### src/core/sysctl_pkg.sv
// Shared constants and types of the system control and reset block.
package sysctl_pkg;

   // Data-space addresses of the registers.
   localparam logic [15:0] SLEEP_CONTROL_ADDR = 16'h0053;
   localparam logic [15:0] MCU_CONTROL_ADDR   = 16'h0055;
   localparam logic [15:0] CLOCK_GATING_ADDR  = 16'h0064;
   localparam logic [15:0] IO_DATA_OFFSET     = 16'h0020;
   localparam logic [15:0] EXT_IO_BASE        = 16'h0060;

   // Reset values and implemented bits.
   localparam logic [7:0] SLEEP_CONTROL_RESET = 8'h00;
   localparam logic [7:0] MCU_CONTROL_RESET   = 8'h00;
   localparam logic [7:0] CLOCK_GATING_RESET  = 8'h00;
   localparam logic [7:0] SLEEP_CONTROL_USED  = 8'h0f;

   // Field positions.
   localparam int SLEEP_ENABLE_POS      = 0;
   localparam int SLEEP_MODE_LO_POS     = 1;
   localparam int SLEEP_MODE_HI_POS     = 3;
   localparam int SCAN_DISABLE_POS      = 7;
   localparam int PULLUP_OFF_POS        = 4;
   localparam int VECTOR_SELECT_POS     = 1;
   localparam int VECTOR_UNLOCK_POS     = 0;
   localparam int GATE_TWO_WIRE_POS     = 7;
   localparam int GATE_TIMER_TWO_POS    = 6;
   localparam int GATE_TIMER_ZERO_POS   = 5;
   localparam int GATE_SERIAL_ONE_POS   = 4;
   localparam int GATE_TIMER_ONE_POS    = 3;
   localparam int GATE_SPI_POS          = 2;
   localparam int GATE_SERIAL_ZERO_POS  = 1;
   localparam int GATE_CONVERTER_POS    = 0;

   // Sleep mode encodings.
   localparam logic [2:0] MODE_IDLE        = 3'h0;
   localparam logic [2:0] MODE_NOISE_RED   = 3'h1;
   localparam logic [2:0] MODE_POWER_DOWN  = 3'h2;
   localparam logic [2:0] MODE_POWER_SAVE  = 3'h3;
   localparam logic [2:0] MODE_RESERVED_A  = 3'h4;
   localparam logic [2:0] MODE_RESERVED_B  = 3'h5;
   localparam logic [2:0] MODE_STANDBY     = 3'h6;
   localparam logic [2:0] MODE_EXT_STANDBY = 3'h7;

   // Timing counts in system clock cycles; the smallest boot section in words.
   localparam logic [2:0] UNLOCK_CYCLES       = 3'h4;
   localparam int         TIMEOUT_BASE_CYCLES = 16;
   localparam int         BOOT_MIN_WORDS      = 256;

   typedef enum logic [1:0] {
      SEL_NONE,
      SEL_SLEEP,
      SEL_MCU,
      SEL_GATE
   } reg_sel_t;

   function automatic reg_sel_t reg_decode(input logic [15:0] addr);
      reg_sel_t sel;
      sel = SEL_NONE;
      if (addr == SLEEP_CONTROL_ADDR) sel = SEL_SLEEP;
      if (addr == MCU_CONTROL_ADDR) sel = SEL_MCU;
      if (addr == CLOCK_GATING_ADDR) sel = SEL_GATE;
      return sel;
   endfunction

endpackage

### src/core/sysctl_core.sv
// System control registers: sleep, MCU control, clock gating, reset.
`timescale 1ns/1ps

//////////////////////////////////////////////////////////////////////////////

module sysctl_core import sysctl_pkg::*; #(
   parameter int PINS         = 32,
   parameter int VEC_W        = 16,
   parameter int BOOT_WORDS   = BOOT_MIN_WORDS,
   parameter int TIMEOUT_BASE = TIMEOUT_BASE_CYCLES
) (
   // Clock and board reset
   input  wire logic             clk_i,
   input  wire logic             rst_n_i,
   // Core register access
   input  wire logic [5:0]       io_addr_i,
   input  wire logic             io_wr_i,
   input  wire logic             io_rd_i,
   input  wire logic [15:0]      ds_addr_i,
   input  wire logic             ds_wr_i,
   input  wire logic             ds_rd_i,
   input  wire logic [7:0]       wdata_i,
   output logic      [7:0]       rdata_o,
   // Core status
   input  wire logic             sleep_instr_i,
   input  wire logic             instr_retire_i,
   input  wire logic             exec_in_boot_i,
   input  wire logic             timer_two_async_select_i,
   // Fuses
   input  wire logic             scan_port_fuse_i,
   input  wire logic             app_side_boot_lock_i,
   input  wire logic             boot_side_boot_lock_i,
   input  wire logic [1:0]       boot_size_fuses_i,
   input  wire logic [1:0]       startup_time_fuses_i,
   // Port pull-up request
   input  wire logic [PINS-1:0]  pin_direction_bit_i,
   input  wire logic [PINS-1:0]  pin_output_bit_i,
   output logic      [PINS-1:0]  pullup_enable_o,
   // Reset sources
   input  wire logic             por_low_i,
   input  wire logic             ext_reset_n_i,
   input  wire logic             bod_low_i,
   input  wire logic             bod_enable_i,
   input  wire logic             scan_reset_i,
   input  wire logic             wdt_expire_i,
   input  wire logic             wdt_reset_mode_i,
   // Control outputs
   output logic                  sleep_enter_o,
   output logic      [2:0]       sleep_mode_o,
   output logic                  scan_port_enable_o,
   output logic      [VEC_W-1:0] vector_base_o,
   output logic                  irq_mask_o,
   output logic      [7:0]       clk_en_o,
   output logic                  cmp_mux_allow_o,
   output logic                  port_reset_o,
   output logic                  sys_rst_n_o
);

   if (PINS < 1 || VEC_W < 8 || BOOT_WORDS < 1 ||
       BOOT_WORDS * 8 > (1 << VEC_W)) begin : g_chk
      $error("sysctl_core parameters out of range");
   end

   //////////////////////////////////////////////////////////////////////////
   // Reset and fuse inputs.

   logic       sys_rst_n;
   logic       fuse_scan;
   logic       fuse_app_lock;
   logic       fuse_boot_lock;
   logic [1:0] fuse_boot_size;

   reset_collector #(
      .TIMEOUT_BASE (TIMEOUT_BASE)
   ) u_reset (
      .clk_i                (clk_i),
      .rst_n_i              (rst_n_i),
      .por_low_i            (por_low_i),
      .ext_reset_n_i        (ext_reset_n_i),
      .bod_low_i            (bod_low_i),
      .bod_enable_i         (bod_enable_i),
      .scan_reset_i         (scan_reset_i),
      .wdt_expire_i         (wdt_expire_i),
      .wdt_reset_mode_i     (wdt_reset_mode_i),
      .startup_time_fuses_i (startup_time_fuses_i),
      .port_reset_o         (port_reset_o),
      .sys_rst_n_o          (sys_rst_n)
   );

   assign sys_rst_n_o = sys_rst_n;

   pin_sync #(
      .W (5)
   ) u_fuse_sync (
      .clk_i   (clk_i),
      .rst_n_i (rst_n_i),
      .async_i ({scan_port_fuse_i, app_side_boot_lock_i,
                 boot_side_boot_lock_i, boot_size_fuses_i}),
      .sync_o  ({fuse_scan, fuse_app_lock, fuse_boot_lock, fuse_boot_size})
   );

   //////////////////////////////////////////////////////////////////////////
   // Register writes and timed unlock sequences.

   logic [15:0] io_as_data;
   logic [15:0] wr_addr;
   reg_sel_t    wr_sel;
   logic        mcu_wr;
   logic [7:0]  sleep_ctrl_q, sleep_ctrl_d;
   logic [7:0]  gate_q, gate_d;
   logic        spd_q, spd_d;
   logic        spd_pend_q, spd_pend_d;
   logic [2:0]  spd_win_q, spd_win_d;
   logic        pud_q, pud_d;
   logic        vector_table_select_q, vector_table_select_d;
   logic        vector_change_unlock_q, vector_change_unlock_d;
   logic [2:0]  vector_change_unlock_cnt_q, vector_change_unlock_cnt_d;
   logic        post_q, post_d;

   always_comb begin
      io_as_data   = {10'h000, io_addr_i} + IO_DATA_OFFSET;
      // Short I/O addresses never reach the extended region.
      wr_addr      = ds_wr_i ? ds_addr_i : io_as_data;
      wr_sel       = (ds_wr_i | io_wr_i) ? reg_decode(wr_addr) : SEL_NONE;
      mcu_wr       = (wr_sel == SEL_MCU);
      sleep_ctrl_d = sleep_ctrl_q;
      gate_d       = gate_q;
      spd_d        = spd_q;
      spd_pend_d   = spd_pend_q;
      spd_win_d    = spd_win_q;
      pud_d        = pud_q;
      vector_table_select_d      = vector_table_select_q;
      vector_change_unlock_d       = vector_change_unlock_q;
      vector_change_unlock_cnt_d   = vector_change_unlock_cnt_q;
      post_d       = post_q;
      if (spd_win_q != 3'h0) begin
         spd_win_d = spd_win_q - 3'h1;
      end
      if (vector_change_unlock_q) begin
         vector_change_unlock_cnt_d = vector_change_unlock_cnt_q - 3'h1;
         if (vector_change_unlock_cnt_q == 3'h1) begin
            vector_change_unlock_d = 1'b0;
         end
      end
      if (post_q && instr_retire_i) begin
         post_d = 1'b0;
      end
      if (wr_sel == SEL_SLEEP) begin
         sleep_ctrl_d = wdata_i & SLEEP_CONTROL_USED;
      end
      if (wr_sel == SEL_GATE) begin
         gate_d = wdata_i;
      end
      if (mcu_wr) begin
         pud_d = wdata_i[PULLUP_OFF_POS];
         if (wdata_i[SCAN_DISABLE_POS] == spd_q) begin
            spd_win_d = 3'h0;
         end else if (spd_win_q != 3'h0 &&
                      wdata_i[SCAN_DISABLE_POS] == spd_pend_q) begin
            spd_d     = spd_pend_q;
            spd_win_d = 3'h0;
         end else begin
            spd_pend_d = wdata_i[SCAN_DISABLE_POS];
            spd_win_d  = UNLOCK_CYCLES;
         end
         if (wdata_i[VECTOR_UNLOCK_POS]) begin
            vector_change_unlock_d     = 1'b1;
            vector_change_unlock_cnt_d = UNLOCK_CYCLES;
         end else if (vector_change_unlock_q) begin
            vector_table_select_d    = wdata_i[VECTOR_SELECT_POS];
            vector_change_unlock_d     = 1'b0;
            vector_change_unlock_cnt_d = 3'h0;
            post_d     = 1'b1;
         end
      end
   end

   always_ff @(posedge clk_i or negedge sys_rst_n) begin
      if (!sys_rst_n) begin
         sleep_ctrl_q <= SLEEP_CONTROL_RESET;
         gate_q       <= CLOCK_GATING_RESET;
         spd_q        <= MCU_CONTROL_RESET[SCAN_DISABLE_POS];
         spd_pend_q   <= 1'b0;
         spd_win_q    <= 3'h0;
         pud_q        <= MCU_CONTROL_RESET[PULLUP_OFF_POS];
         vector_table_select_q      <= MCU_CONTROL_RESET[VECTOR_SELECT_POS];
         vector_change_unlock_q       <= MCU_CONTROL_RESET[VECTOR_UNLOCK_POS];
         vector_change_unlock_cnt_q   <= 3'h0;
         post_q       <= 1'b0;
      end else begin
         sleep_ctrl_q <= sleep_ctrl_d;
         gate_q       <= gate_d;
         spd_q        <= spd_d;
         spd_pend_q   <= spd_pend_d;
         spd_win_q    <= spd_win_d;
         pud_q        <= pud_d;
         vector_table_select_q      <= vector_table_select_d;
         vector_change_unlock_q       <= vector_change_unlock_d;
         vector_change_unlock_cnt_q   <= vector_change_unlock_cnt_d;
         post_q       <= post_d;
      end
   end

   //////////////////////////////////////////////////////////////////////////
   // Registered control outputs and read data.

   logic [2:0]       mode;
   logic [15:0]      rd_addr;
   logic [7:0]       rdata_q, rdata_d;
   logic             enter_q, enter_d;
   logic [2:0]       mode_q, mode_d;
   logic             scan_en_q, scan_en_d;
   logic [VEC_W-1:0] vec_q, vec_d;
   logic             mask_q, mask_d;
   logic [7:0]       clk_en_q, clk_en_d;
   logic             cmp_q, cmp_d;
   logic [PINS-1:0]  pull_q, pull_d;

   always_comb begin
      mode      = sleep_ctrl_q[SLEEP_MODE_HI_POS:SLEEP_MODE_LO_POS];
      enter_d   = sleep_instr_i & sleep_ctrl_q[SLEEP_ENABLE_POS]
                & (mode != MODE_RESERVED_A) & (mode != MODE_RESERVED_B);
      mode_d    = enter_d ? mode : mode_q;
      scan_en_d = fuse_scan & ~spd_q;
      vec_d     = '0;
      if (vector_table_select_q) begin
         vec_d = VEC_W'((1 << VEC_W) - (BOOT_WORDS << fuse_boot_size));
      end
      mask_d    = vector_change_unlock_d | post_d
                | (vector_table_select_q & fuse_app_lock & ~exec_in_boot_i)
                | (~vector_table_select_q & fuse_boot_lock & exec_in_boot_i);
      // Gating only withholds the enable, so module state is frozen.
      clk_en_d  = ~gate_q;
      clk_en_d[GATE_TIMER_TWO_POS] = ~(gate_q[GATE_TIMER_TWO_POS]
                                     & ~timer_two_async_select_i);
      cmp_d     = ~gate_q[GATE_CONVERTER_POS];
      pull_d    = ~pin_direction_bit_i & pin_output_bit_i
                & {PINS{~pud_q}};
      rd_addr   = ds_rd_i ? ds_addr_i : io_as_data;
      rdata_d   = rdata_q;
      if (ds_rd_i | io_rd_i) begin
         unique case (reg_decode(rd_addr))
            SEL_SLEEP: rdata_d = sleep_ctrl_q;
            SEL_MCU:   rdata_d = {spd_q, 2'b00, pud_q, 2'b00,
                                  vector_table_select_q, vector_change_unlock_q};
            SEL_GATE:  rdata_d = gate_q;
            SEL_NONE:  rdata_d = 8'h00;
         endcase
      end
   end

   always_ff @(posedge clk_i or negedge sys_rst_n) begin
      if (!sys_rst_n) begin
         rdata_q   <= 8'h00;
         enter_q   <= 1'b0;
         mode_q    <= MODE_IDLE;
         scan_en_q <= 1'b0;
         vec_q     <= '0;
         mask_q    <= 1'b0;
         clk_en_q  <= 8'h00;
         cmp_q     <= 1'b0;
         pull_q    <= '0;
      end else begin
         rdata_q   <= rdata_d;
         enter_q   <= enter_d;
         mode_q    <= mode_d;
         scan_en_q <= scan_en_d;
         vec_q     <= vec_d;
         mask_q    <= mask_d;
         clk_en_q  <= clk_en_d;
         cmp_q     <= cmp_d;
         pull_q    <= pull_d;
      end
   end

   assign rdata_o            = rdata_q;
   assign sleep_enter_o      = enter_q;
   assign sleep_mode_o       = mode_q;
   assign scan_port_enable_o = scan_en_q;
   assign vector_base_o      = vec_q;
   assign irq_mask_o         = mask_q;
   assign clk_en_o           = clk_en_q;
   assign cmp_mux_allow_o    = cmp_q;
   assign pullup_enable_o    = pull_q;
endmodule

### src/core/pin_sync.sv
// Two-flop synchroniser for levels arriving from pins and fuses.
`timescale 1ns/1ps
module pin_sync #(
   parameter int W = 1
) (
   // Clock and reset
   input  wire logic         clk_i,
   input  wire logic         rst_n_i,
   // Data
   input  wire logic [W-1:0] async_i,
   output logic      [W-1:0] sync_o
);

   logic [W-1:0] meta_q;
   logic [W-1:0] sync_q;

   if (W < 1) begin : g_chk
      $error("pin_sync width must be at least one");
   end

   always_ff @(posedge clk_i or negedge rst_n_i) begin
      if (!rst_n_i) begin
         meta_q <= '0;
         sync_q <= '0;
      end else begin
         meta_q <= async_i;
         sync_q <= meta_q;
      end
   end

   assign sync_o = sync_q;

endmodule

### src/core/reset_collector.sv
// Reset source collector with the stretching delay counter.
`timescale 1ns/1ps
module reset_collector import sysctl_pkg::*; #(
   parameter int TIMEOUT_BASE = TIMEOUT_BASE_CYCLES
) (
   // Clock and board reset
   input  wire logic       clk_i,
   input  wire logic       rst_n_i,
   // Reset sources
   input  wire logic       por_low_i,
   input  wire logic       ext_reset_n_i,
   input  wire logic       bod_low_i,
   input  wire logic       bod_enable_i,
   input  wire logic       scan_reset_i,
   input  wire logic       wdt_expire_i,
   input  wire logic       wdt_reset_mode_i,
   input  wire logic [1:0] startup_time_fuses_i,
   // Reset outputs
   output logic            port_reset_o,
   output logic            sys_rst_n_o
);

   localparam int CW = $clog2(TIMEOUT_BASE * 8 + 1);

   logic          src_rst_n;
   logic          hold_q, hold_d;
   logic          rst_n_q;
   logic          loaded_q, loaded_d;
   logic          wdt_q, wdt_d;
   logic [CW-1:0] cnt_q, cnt_d;

   if (TIMEOUT_BASE < 1) begin : g_chk
      $error("reset time-out base must be at least one cycle");
   end

   // Any asynchronous source forces reset at once, clock or not.
   assign src_rst_n = rst_n_i & ~por_low_i & ext_reset_n_i
                    & ~(bod_low_i & bod_enable_i)
                    & ~scan_reset_i;

   always_comb begin
      wdt_d    = wdt_expire_i & wdt_reset_mode_i & ~wdt_q;
      hold_d   = hold_q;
      loaded_d = loaded_q;
      cnt_d    = cnt_q;
      if (wdt_q) begin
         hold_d   = 1'b1;
         loaded_d = 1'b0;
      end else if (!loaded_q) begin
         cnt_d    = CW'(TIMEOUT_BASE) << startup_time_fuses_i;
         loaded_d = 1'b1;
      end else if (hold_q) begin
         cnt_d = cnt_q - CW'(1);
         if (cnt_q == CW'(1)) begin
            hold_d = 1'b0;
         end
      end
   end

   always_ff @(posedge clk_i or negedge src_rst_n) begin
      if (!src_rst_n) begin
         hold_q   <= 1'b1;
         rst_n_q  <= 1'b0;
         loaded_q <= 1'b0;
         wdt_q    <= 1'b0;
         cnt_q    <= '0;
      end else begin
         hold_q   <= hold_d;
         rst_n_q  <= ~hold_d;
         loaded_q <= loaded_d;
         wdt_q    <= wdt_d;
         cnt_q    <= cnt_d;
      end
   end

   assign port_reset_o = hold_q;
   assign sys_rst_n_o  = rst_n_q;
endmodule

### config.mk
export PLATFORM = sky130hd
export DESIGN_NAME = sysctl_core
export DESIGN_NICKNAME = d
export VERILOG_FILES = /design/src/core/sysctl_pkg.sv /design/src/core/sysctl_core.sv /design/src/core/pin_sync.sv /design/src/core/reset_collector.sv
export SDC_FILE = /design/constraint.sdc
export NUM_CORES = 1
export LEC_CHECK = 0
export BUFFER_PORTS_ARGS = -buffer_cell sky130_fd_sc_hd__buf_2
export CORE_MARGIN = 2
export CORE_UTILIZATION = 40
export DETAILED_ROUTE_END_ITERATION = 7
export PLACE_DENSITY = 0.68
export SYNTH_ARGS = -nofsm -noshare
export SYNTH_HDL_FRONTEND = slang
export SYNTH_HIERARCHICAL = 1
export SYNTH_SLANG_ARGS = --single-unit
### constraint.sdc
create_clock -name clk_i -period 2.8 [get_ports clk_i]
set_input_delay 0.28 -clock clk_i [delete_from_list [all_inputs] [get_ports clk_i]]
set_output_delay 0.28 -clock clk_i [all_outputs]
set_load 0.01 [all_outputs]
After elaboration in Yosys (flattened, before gate mapping)
Index checks and enable logic that the tools add are counted.
- output and inout port bits: 73
- input port bits: 118
- logic and storage cells: 137
- bits in registers: 117
- add/sub/neg operators: 5
- eq/ne operators: 19
- shift operators: 2
- reduce and logical (&&, ||, !) cells: 9
- bitwise gates (word level): 40
- muxes and demuxes: 36
- operators with widths (kind ; count):
    16-bit by 7-bit equality test with 1-bit output (second input constant) ; 6
    32-bit AND ; 2
    16-bit 2-to-1 mux ; 3
    32-bit NOT ; 1
    8-bit one-hot mux with 4 select lines ; 1
    3-bit 2-to-1 mux ; 8
    1-bit AND ; 16
    1-bit 2-to-1 mux ; 16
    8-bit 2-to-1 mux ; 2
    9-bit by 2-bit left shift with 16-bit output (first input constant) ; 1
    1-bit by 16-bit subtractor with 16-bit output (first input constant) ; 1
    1-bit NOT ; 15
    2-bit 2-to-1 mux ; 6
    3-bit AND reduction ; 3
    2-bit equality test (second input constant) ; 4
    8-bit by 1-bit equality test with 1-bit output (second input constant) ; 1
    8-bit NOT ; 1
    5-bit by 2-bit left shift with 8-bit output (first input constant) ; 1
    8-bit by 1-bit subtractor with 8-bit output (second input constant) ; 1
    6-bit by 6-bit adder with 7-bit output (second input constant) ; 1
    3-bit inequality test (second input constant) ; 2
    3-bit by 1-bit subtractor with 3-bit output (second input constant) ; 2
    1-bit bitwise OR ; 5
    2-bit by 1-bit equality test with 1-bit output (second input constant) ; 2
    other kinds (8) ; 10

Logic depth before layout (Yosys ltp)
Gate-level depths: netlist (run 1).
- depth in word-level cells: 12
- depth in mapped cells: 8
- gate-level depth less buffers: 7

Hierarchy
Netlist (run 1), hierarchy kept.
- by module, submodules not included (module ; cells an instance ; area each (sq um) ; sequential area each (sq um) ; times used):
    sysctl_core ; 299 ; 3557.2 ; 2127.0 ; 1
    reset_collector ; 71 ; 679.4 ; 301.5 ; 1
    pin_sync ; 10 ; 250.2 ; 250.2 ; 1

Worst setup path after synthesis (run 1)
No wires, ideal clock.
- path kind: reg2out
- from: reg u_reset.rst_n_q (netlist: u_reset/sys_rst_n_o)
- to: out sys_rst_n_o
- cell stages (with the launch flop): 1
- required time: 2520 ps
- arrival time: 2186 ps
- setup slack: 334 ps
- buffers on the path: 0
- path through: dfrtp_1
- RTL lines (item ; line ; source):
    start: declaration ; reset_collector.sv:27 ; logic rst_n_q;
    start signal: assignment ; reset_collector.sv:69 ; rst_n_q <= ~hold_d;
    end: declaration ; sysctl_core.sv:56 ; output logic sys_rst_n_o
No word-level cell between the ends.

Worst setup path after layout (run 1)
- from: reg u_reset.cnt_q[0]
- to: reg u_reset.cnt_q[6]
- cells in the longest elaborated chain, start to end: 3
- ends and longest elaborated chain (item ; line ; source):
    start: declaration ; reset_collector.sv:30 ; logic [CW-1:0] cnt_q, cnt_d;
    start signal: assignment ; reset_collector.sv:72 ; cnt_q <= cnt_d;
    8-bit by 1-bit subtractor with 8-bit output ; reset_collector.sv:53 ; cnt_d = cnt_q - CW'(1);
    8-bit 2-to-1 mux ; reset_collector.sv:52 ; end else if (hold_q) begin
    8-bit 2-to-1 mux ; reset_collector.sv:49 ; end else if (!loaded_q) begin
Every way passes these cells. The select of a mux whose other input is x is not followed.
A chain may end at the register's enable or synchronous reset.

==> results.json, run 1 <==
{
  "hold_ws_ps": 25.2,
  "avgSynthCellArea_sq_um": 11.8,
  "ant_nets": 0,
  "rsz0062_at_grt": "no",
  "setup_tns_ps": 0,
  "critPathKind": "register to register",
  "power.total_uw": 3770,
  "grt_remaining_overflow": 0,
  "synth_seq_cells": 107,
  "grt_max_degree": 35,
  "hold_class": "input port to register",
  "cts_inserted_buffers": 9,
  "rows": 38,
  "ctsHtreeMaxLevel": 3,
  "grt_pass1_wl_mm": 16.2,
  "gp_congestion": 0.828,
  "final_area_sq_um": 5770,
  "via_count": 3484,
  "synthCells": 380,
  "tightest_slew_ps": 1150,
  "slew_headroom_pct": 23.3,
  "pwr_density_cell_nw_per_um2": 653,
  "die_y_um": 110,
  "grt_use_total_pct": 17.6,
  "drc_errors": 0,
  "rr_startpoint": "u_reset/cnt_q[0]$_DFFE_PN0P_",
  "cts_tree": "yes",
  "fin_skew_ps": 13.3,
  "path_max_fanout": 6,
  "yosys.cell_count.top_type": "dfrtp_1",
  "die_area_sq_um": 12100,
  "seq_area_frac_synth_pct": 59.7,
  "max_freq_ghz": 0.587,
  "synth.area.top_cells": "dfrtp_1 59%, nor3b_1 5.9%, nand2_1 2.3%",
  "cts_buffer_depth": 2,
  "drive_gt1_share_pct": 39.7,
  "cts_root_buffer": "clkbuf_8",
  "worstPathArrival_ps": 1970,
  "dr.first_iter.drc_count": 176,
  "hpwl_mm": 7.92,
  "routedWlPerCell_um": 14.8,
  "routed_via_density": 4.91,
  "synthTopCellsByCount": "106 x dfrtp_1, 35 x nor3b_1, 28 x nand2_1, 24 x inv_1, 18 x a21oi_1",
  "worst_ir_drop_vdd_mv": 0.377,
  "multi_input_area_sq_um": 1590,
  "antenna_cells": 0,
  "clkTransAtPathRegs_ps": 100,
  "grt_pass1_vias": 3533,
  "ys_warn_count": 6,
  "final_nets": 689,
  "post-route-min-period_ps": 1700,
  "placed_area_sq_um": 5490,
  "cp-end-kind": "register",
  "syn_area_sq_um": 4490,
  "fill_cells": 990,
  "grt_util_met1_pct": 21.6,
  "setup_viol": 0,
  "cp-start-kind": "register",
  "outcome": "finished clean",
  "antenna_found_initial": 0,
  "first_pass_iters": 5,
  "clock_latency_ps": 380,
  "finalCritPeriodShare_pct": 60.9,
  "hold_violations": 0,
  "io_buffers": 182,
  "ys_async_sr_fraction_pct": 100,
  "initial_core_util_pct": 41.2,
  "regArea_sq_um": 2680,
  "met3_usage_pct": 3.38,
  "cts_num_sinks": 107,
  "core_sq_um": 10900,
  "grtUsageMet2_pct": 29.8,
  "synth_area_leader_cell": "dfrtp_1",
  "min_from": "app_side_boot_lock_i",
  "syn2layout_area_growth_pct": 28.6,
  "routed_wl_mm": 10.5,
  "slew_violations": 0,
  "startpoint": "u_reset/cnt_q[0]$_DFFE_PN0P_",
  "synth_ff_type": "dfrtp_1",
  "worst_ep_required_time_ps": 3060,
  "max_cap_violations": 0,
  "synth_edf_count": 0,
  "pin_count": 191,
  "ys_types": 58,
  "fp.dieW_um": 110,
  "leakage_uw": 0.00300,
  "grt_busiest_layer": "met2",
  "synth_top_cell_area_share_pct": 59.1
}
-- timing repair --
action / 4_1_cts / 5_1_grt
hold endpoints to repair: 24 / 0
gates resized for setup: 0 / 0
buffers inserted: 0 / 0
setup endpoints to repair: 0 / 0
hold buffers: 6 / 0
-- logic make-up (layout without fill, tap and decap cells) --
| logic type | Yosys count | count (layout) | share of synthesized area [%] |
|---|---|---|---|
| adders and majority gates | 7 | 7 | 1.95 |
| and+or+nand+nor | 127 | 127 | 18.7 |
| AOI/OAI and AO/OA | 76 | 76 | 11.4 |
| xor gates and xnor gates | 1 | 1 | 0.195 |
| other | 1 | 8 | 0.0836 |
| DFF | 107 | 107 | 59.7 |
| buffers and inverters | 51 | 233 | 5.38 |
| muxes | 10 | 10 | 2.59 |
-- layer usage --
metal	part of all wire [%]	wire, um
met5	0	0
met4	1.9	198
met3	6.8	717
met2	51	5320
met1	41	4260
-- placed cells by master, fill, tap and decap left out, types with 3 or more instances in the layout --
| master | netlist | layout |
|---|---|---|
| a221o_1 | 3 | 3 |
| nor2b_1 | 9 | 9 |
| ha_1 | 7 | 7 |
| o21ai_0 | 17 | 17 |
| buf_4 | 10 | 4 |
| a21oi_1 | 18 | 18 |
| nor3_1 | 6 | 6 |
| clkinv_4 | 0 | 3 |
| nor2_1 | 11 | 11 |
| buf_2 | 4 | 182 |
| nand2_1 | 28 | 28 |
| conb_1 | 1 | 8 |
| nor4bb_1 | 3 | 3 |
| nand4b_1 | 5 | 5 |
| and3_1 | 3 | 3 |
| nand3_1 | 3 | 3 |
| nor3b_1 | 35 | 35 |
| nand2b_1 | 8 | 8 |
| dfrtp_1 | 106 | 105 |
| clkbuf_8 | 0 | 9 |
| mux2_2 | 9 | 9 |
| a22o_1 | 6 | 6 |
| dlygate4sd3_1 | 0 | 6 |
| inv_1 | 24 | 24 |
| o21ai_1 | 8 | 8 |
| a22oi_1 | 3 | 3 |
-- metrics by stage --
step	std cells	utilization, %	setup WS [ps]
floorplan	387	-	115
finish	709	53.0	1100
global route	709	53.0	933
detailed placement	687	50.4	809
global placement	687	50.4	859
CTS	709	53.0	1120
-- report_power, final --
part	switching [uW]	internal, uW
clock	540	510
combinational	441	368
sequential	202	1700
total	1180	2580
-- registers in the layout, summed over array words and instances, names as in the netlist, 3 cells and up, named ones only --
signal              cells
pullup_enable_o        32
clk_en_o                8
gate_q                  8
rdata_o                 8
u_reset/cnt_q           8
vector_base_o           7
u_fuse_sync/meta_q      5
u_fuse_sync/sync_o      5
sleep_ctrl_q            4
sleep_mode_o            3
spd_win_q               3
-- worst max-delay path: stages (launching register included) --
cell and delay, ps:
dfrtp_1 450, inv_1 80, ha_1 170, nor3b_1 430, a21boi_0 170, o21ai_0 190, nand3_1 100
-- final cells by class --
cell class / instances / share of cell area [%]
multi-input cells: 229 / 27.6
repair buffers: 192 / 17.3
inverters: 25 / 1.63
flip-flops and latches: 107 / 46.5
clock inverters: 7 / 1.73
clock buffers: 9 / 2.15
well taps: 140 / 3.04
-- final timing paths --
check | end | slack [ps] | cells past startpoint
worst min register to register | vector_base_o[14]$_DFF_PN0_ | 260 | 0
worst max register to register | u_reset/cnt_q[6]$_DFFE_PN0P_ | 1100 | 6
worst min-delay path | u_fuse_sync/meta_q[3]$_DFF_PN0_ | 30 | 1
max in group asynchronous | u_reset/port_reset_o$_DFF_PN1_ | 1220 | 6
min in group asynchronous | vector_base_o[14]$_DFF_PN0_ | 260 | 0
worst max-delay path | u_reset/cnt_q[6]$_DFFE_PN0P_ | 1100 | 6
No activity file was read; power rests on OpenSTA's default activity.
==> run 2: changes to the inputs <==
- clock period: 2.8 -> 1.5 ns (I/O delays scaled with it)
==> run 2 against run 1 <==
Net effect:
- die area unchanged
- sequential share of layout area fell by 4.9 points
- clock skew increased by 2.5 ps
- worst hold slack worse by 13 ps
- via count rose by 10%
- first-iteration DRC count decreased by 34%
- critical path depth down 3
- design area rose by 12%
- final cell count grew 10%
- setup slack worse by 1100 ps
- wire length rose by 12%
- highest routed layer unchanged
==> results.json, run 2 (synthesis gave the netlist of run 1 again) <==
{
  "fill_cells": 902,
  "dr.first_iter.drc_count": 117,
  "worstHoldEndpoint": "gate_q[3]$_DFFE_PN0N_",
  "slew_violations": 0,
  "hpwl_mm": 8.21,
  "clock_latency_ps": 380,
  "routedWlPerCell_um": 15.0,
  "netSwitchingPower_uw": 2270,
  "cp_top_family": "buffers and inverters",
  "grt_pass1_wl_mm": 17.7,
  "path_max_fanout": 34,
  "ff2ff_path_depth": 3,
  "final_cells": 781,
  "antenna_cells": 0,
  "cp-end-kind": "register",
  "drc_errors": 0,
  "placedCellCount": 712,
  "intPower_uw": 4790,
  "cts_num_sinks": 107,
  "regToRegSetupSlack_ps": 30,
  "crit_chain": "buf_8 -> nor3b_2 -> dlygate4sd3_1",
  "worstPathArrival_ps": 1780,
  "gp_congestion": 0.882,
  "fin_skew_ps": 15.8,
  "grt_pass1_vias": 3894,
  "ctsHtreeMaxLevel": 3,
  "seq_power_share_pct": 49.1,
  "cp-start-kind": "register",
  "rr_startpoint": "pud_q$_DFFE_PN0N_",
  "rows": 38,
  "final_nets": 761,
  "finalCritPeriodShare_pct": 97.8,
  "die_area_sq_um": 12100,
  "io_buffers": 182,
  "setup_viol": 0,
  "cts_tree": "yes",
  "grt_busiest_layer": "met2",
  "antenna_found_initial": 0,
  "rr_endpoint": "pullup_enable_o[14]$_DFF_PN0_",
  "min_from": "wdata_i[3]",
  "pwr-share-comb_pct": 27.9,
  "clkTransAtPathRegs_ps": 110,
  "final_common_cell": "buf_2",
  "ant_nets": 0,
  "post-route-min-period_ps": 1470,
  "grt_max_degree": 64,
  "final_cell_mix": "181 x buf_2, 105 x dfrtp_1, 52 x dlygate4sd3_1",
  "largest_reg_flops": 32,
  "routed_via_density": 4.92,
  "crit_path_max_incr_delay_ps": 580,
  "outcome": "finished clean",
  "met3_usage_pct": 4.62,
  "leakage_uw": 0.00332,
  "max_cap_violations": 0,
  "critPathKind": "register to register",
  "syn2layout_area_growth_pct": 43.7,
  "core_sq_um": 10900,
  "grt_use_total_pct": 19.2,
  "sw_frac_of_total_pct": 32.2,
  "grtUsageMet2_pct": 33.6,
  "hold_violations": 0,
  "first_pass_iters": 4,
  "slowest_stage": "dlygate4sd3_1",
  "cts_inserted_buffers": 9,
  "worst_ep_required_time_ps": 1820,
  "clkPwrFrac_pct": 23.0,
  "cts_root_buffer": "clkbuf_8",
  "pwr_density_cell_nw_per_um2": 1090,
  "holdPathStages": 3,
  "grt_remaining_overflow": 0,
  "die_y_um": 110,
  "hold_class": "input port to register",
  "max_freq_ghz": 0.682,
  "cts_buffer_depth": 2,
  "hold_ws_ps": 11.8,
  "initial_core_util_pct": 41.2,
  "grt_util_met1_pct": 22.0,
  "path_buf_inv": 2,
  "routed_wl_mm": 11.7,
  "worst_ir_drop_vdd_mv": 0.690,
  "pin_count": 191,
  "drive_gt1_share_pct": 40.6,
  "via_count": 3846,
  "fp.dieW_um": 110
}
[run 2: through the flow]
step                      total power [uW]  TNS, ps  area [sq um]  utilization (%)  worst slack (ps)
after detailed placement              5310    -2290          5690             52.2              -221
after floorplan                       4550        0          4520                -              31.2
after global placement                5220    -1840          5690             52.2              -163
after CTS                             7050        0          6380             58.6              20.2
after global routing                  7520    -22.8          6450             59.2             -15.9
final                                 7050        0          6450             59.2              32.8
[run 2: routing by layer]
metal	part of all wire [%]	vias up	wire length (um)
met5	0	-	0
met4	2.6	0	302
met3	7.0	23	816
met2	52	141	6090
met1	38	1862	4500
li1	-	1820	-
[run 2: worst register-to-register path, delay by kind of cell (launching register included)]
kind,cells,cell delay (ps)
simple gates,1,230
buf+inv,2,760
flops,1,400
[run 2: worst max-delay path by stage]
| stage | from | slack [ps] | cells past startpoint | endpoint |
|---|---|---|---|---|
| CTS | u_reset/cnt_q[0]$_DFFE_PN0P_ | 20 | 4 | u_reset/cnt_q[5]$_DFFE_PN0P_ |
| floorplan | io_addr_i[2] | 30 | 4 | sleep_ctrl_q[0]$_DFFE_PN0N_ |
| global placement | ds_addr_i[14] | -160 | 7 | spd_q$_DFFE_PN0P_ |
| global route | pud_q$_DFFE_PN0N_ | -20 | 3 | pullup_enable_o[13]$_DFF_PN0_ |
| detailed placement | ds_addr_i[14] | -220 | 7 | spd_q$_DFFE_PN0P_ |
| finish | pud_q$_DFFE_PN0N_ | 30 | 3 | pullup_enable_o[14]$_DFF_PN0_ |
[run 2: power by group through the flow]
| stage | registers, uW | clock network [uW] | logic [uW] |
|---|---|---|---|
| final | 3470 | 1620 | 1970 |
| after global routing | 3510 | 1800 | 2220 |
| after detailed placement | 3500 | 0 | 1810 |
| after floorplan | 3680 | 0 | 866 |
| after CTS | 3450 | 1680 | 1920 |
| after global placement | 3480 | 0 | 1730 |
[run 2: area by class of cell]
type,instances,area [sq um],area share (%)
Clock inverter,5,37.5,0.582
Multi-Input combinational cell,229,1630,25.3
Inverter,25,93.8,1.46
Sequential cell,107,2680,41.6
Timing Repair Buffer,264,1680,26.1
Clock buffer,11,141,2.19
Tap cell,140,175,2.72
[run 2: timing repair]
| action | 4_1_cts | 5_1_grt |
|---|---|---|
| resized for setup | 0 | 15 |
| setup endpoints to repair | 0 | 25 |
| hold endpoints to repair | 65 | 0 |
| hold buffers | 52 | 0 |
| setup buffers | 0 | 1 |
==> run 3: changes to the inputs <==
==> constraint.sdc (replaced) <==
create_clock -name clk_i -period 1.5 [get_ports clk_i]
set_input_delay 0.3 -clock clk_i [delete_from_list [all_inputs] [get_ports clk_i]]
set_output_delay 0.3 -clock clk_i [all_outputs]
set_load 0.01 [all_outputs]
==> run 3 against run 2 <==
Net effect:
- critical path depth rose by 1
- design area fell by 7.0%
- wire length is 9.5% lower
- clock power about the same
- clock skew shrank 11 ps
- via count fell by 6.0%
- global-route usage fell by 2.0 points
- worst hold slack improved by 16 ps
- setup slack got worse by 26 ps
- final cell count fell by 5.5%
- critical path type unchanged
- critical endpoint is now u_reset/cnt_q[5]$_DFFE_PN0P_
- largest cell class unchanged
==> results.json, run 3 (synthesis gave the netlist of run 1 again) <==
{
  "outcome": "finished clean",
  "cp-end-kind": "register",
  "core_sq_um": 10900,
  "drive_gt1_share_pct": 44.0,
  "clkTransAtPathRegs_ps": 100,
  "max_freq_ghz": 0.670,
  "worst_ep_required_time_ps": 1770,
  "path_max_fanout": 4,
  "worst_ir_drop_vdd_mv": 0.533,
  "hold_ws_ps": 27.6,
  "post-route-min-period_ps": 1490,
  "cts_buffer_depth": 2,
  "critPathKind": "register to register",
  "seq_power_share_pct": 48.8,
  "power.total_uw": 7070,
  "cp_top_family": "simple AND/OR/NAND/NOR gates",
  "intPower_uw": 4770,
  "pin_count": 191,
  "initial_core_util_pct": 41.2,
  "grt_pass1_vias": 3464,
  "grt_max_degree": 86,
  "hpwl_mm": 8.12,
  "crit_chain": "or4_4 -> o21ai_1 -> nand2_1 -> a22o_1",
  "cts_num_sinks": 107,
  "placedCellCount": 712,
  "cp-start-kind": "register",
  "slowest_stage": "or4_4",
  "antenna_found_initial": 0,
  "routed_via_density": 4.90,
  "final_cells": 738,
  "rows": 38,
  "ant_nets": 0,
  "rr_startpoint": "u_reset/cnt_q[0]$_DFFE_PN0P_",
  "grt_pass1_wl_mm": 16.0,
  "clock_latency_ps": 370,
  "io_buffers": 182,
  "first_pass_iters": 4,
  "cts_root_buffer": "clkbuf_8",
  "antenna_cells": 0,
  "post-route-util_pct": 55.1,
  "worstHoldEndpoint": "u_fuse_sync/meta_q[3]$_DFF_PN0_",
  "pwr_density_cell_nw_per_um2": 1180,
  "finalCritPeriodShare_pct": 99.5,
  "pwr-share-comb_pct": 27.9,
  "drc_errors": 0,
  "rsz0062_at_grt": "yes",
  "routedWlPerCell_um": 14.4,
  "crit_path_max_incr_delay_ps": 580,
  "die_area_sq_um": 12100,
  "leakage_uw": 0.00313,
  "tightest_slew_ps": 505,
  "hold_violations": 0,
  "path_buf_inv": 0,
  "ctsHtreeMaxLevel": 3,
  "rr_endpoint": "u_reset/cnt_q[5]$_DFFE_PN0P_",
  "clkPwrFrac_pct": 23.2,
  "final_nets": 718,
  "routed_wl_mm": 10.6,
  "slew_headroom_pct": 66.2,
  "worstPathArrival_ps": 1760,
  "syn2layout_area_growth_pct": 33.7,
  "cts_inserted_buffers": 9,
  "slew_violations": 0,
  "setup_viol": 0,
  "via_count": 3614,
  "min_from": "app_side_boot_lock_i",
  "regToRegSetupSlack_ps": 7,
  "netSwitchingPower_uw": 2300,
  "final_cell_mix": "182 x buf_2, 105 x dfrtp_1, 34 x nor3b_1",
  "grt_remaining_overflow": 0,
  "final_common_cell": "buf_2",
  "max_cap_violations": 0,
  "die_y_um": 110,
  "fin_skew_ps": 4.90,
  "cts_tree": "yes",
  "hold_class": "input port to register",
  "dr.first_iter.drc_count": 147,
  "sw_frac_of_total_pct": 32.5,
  "ff2ff_path_depth": 4,
  "fp.dieW_um": 110,
  "gp_congestion": 0.819,
  "holdPathStages": 1,
  "largest_reg_flops": 32,
  "grt_use_total_pct": 17.2
}
## run 3: cell count changes in the layout (fill, tap and decap cells not counted), sizes merged
cell / change
dlygate4sd3: -49
buf: +6
clkinvlp: -1
inv: +3
clkbuf: -1
clkinv: -1
## run 3: repair_timing
action / 4_1_cts / 5_1_grt
pin swaps: 0 / 5
hold endpoints to repair: 21 / 0
setup endpoints to repair: 2 / 8
gates resized for setup: 1 / 10
hold buffers: 3 / 0
setup buffers: 1 / 6
## run 3: routing by layer
layer,global-route usage (%),wire length (um)
met2,28.7,5350
met5,0,0
met3,3.56,667
met1,21.4,4380
met4,7.87,201
## run 3: per-stage QoR
step / area [sq um] / setup TNS [ps] / setup slack [ps]
after global routing: 6000 / -115 / -54.2
after global placement: 5690 / -4680 / -325
after CTS: 5910 / 0 / 2.64
after floorplan: 4530 / -370 / -93.4
final: 6000 / 0 / 6.89
after detailed placement: 5690 / -5220 / -355
## run 3: power groups by stage
stage	Sequential, uW	Combinational, uW	Clock (uW)
2_1_floorplan	3680	866	0
3_3_place_gp	3480	1730	0
3_5_place_dp	3490	1810	0
4_1_cts	3440	1840	1720
5_1_grt	3500	2230	1830
6_report	3450	1970	1640
## run 3: how the worst max path moves through the flow
stage / from / cells past startpoint / to
after detailed placement: ds_addr_i[14] / 7 / spd_q$_DFFE_PN0P_
after global routing: u_reset/cnt_q[1]$_DFFE_PN0P_ / 4 / u_reset/cnt_q[7]$_DFFE_PN0P_
after floorplan: io_addr_i[2] / 4 / sleep_ctrl_q[0]$_DFFE_PN0N_
after CTS: u_reset/cnt_q[0]$_DFFE_PN0P_ / 4 / u_reset/cnt_q[5]$_DFFE_PN0P_
final: u_reset/cnt_q[0]$_DFFE_PN0P_ / 4 / u_reset/cnt_q[5]$_DFFE_PN0P_
after global placement: ds_addr_i[9] / 7 / spd_q$_DFFE_PN0P_
## run 3: final cells by class
cell class	count	area, sq um
Clock inverter	6	53.8
Timing Repair Buffer	221	1230
Sequential cell	107	2680
Tap cell	140	175
Clock buffer	10	128
Fill cell	954	4890
Multi-Input combinational cell	229	1630
Inverter	25	93.8
## run 3: worst register-to-register path, stage by stage, from the launching register on
cell and delay (ps):
dfrtp_1 420, or4_4 580, o21ai_1 130, nand2_1 70, a22o_1 190
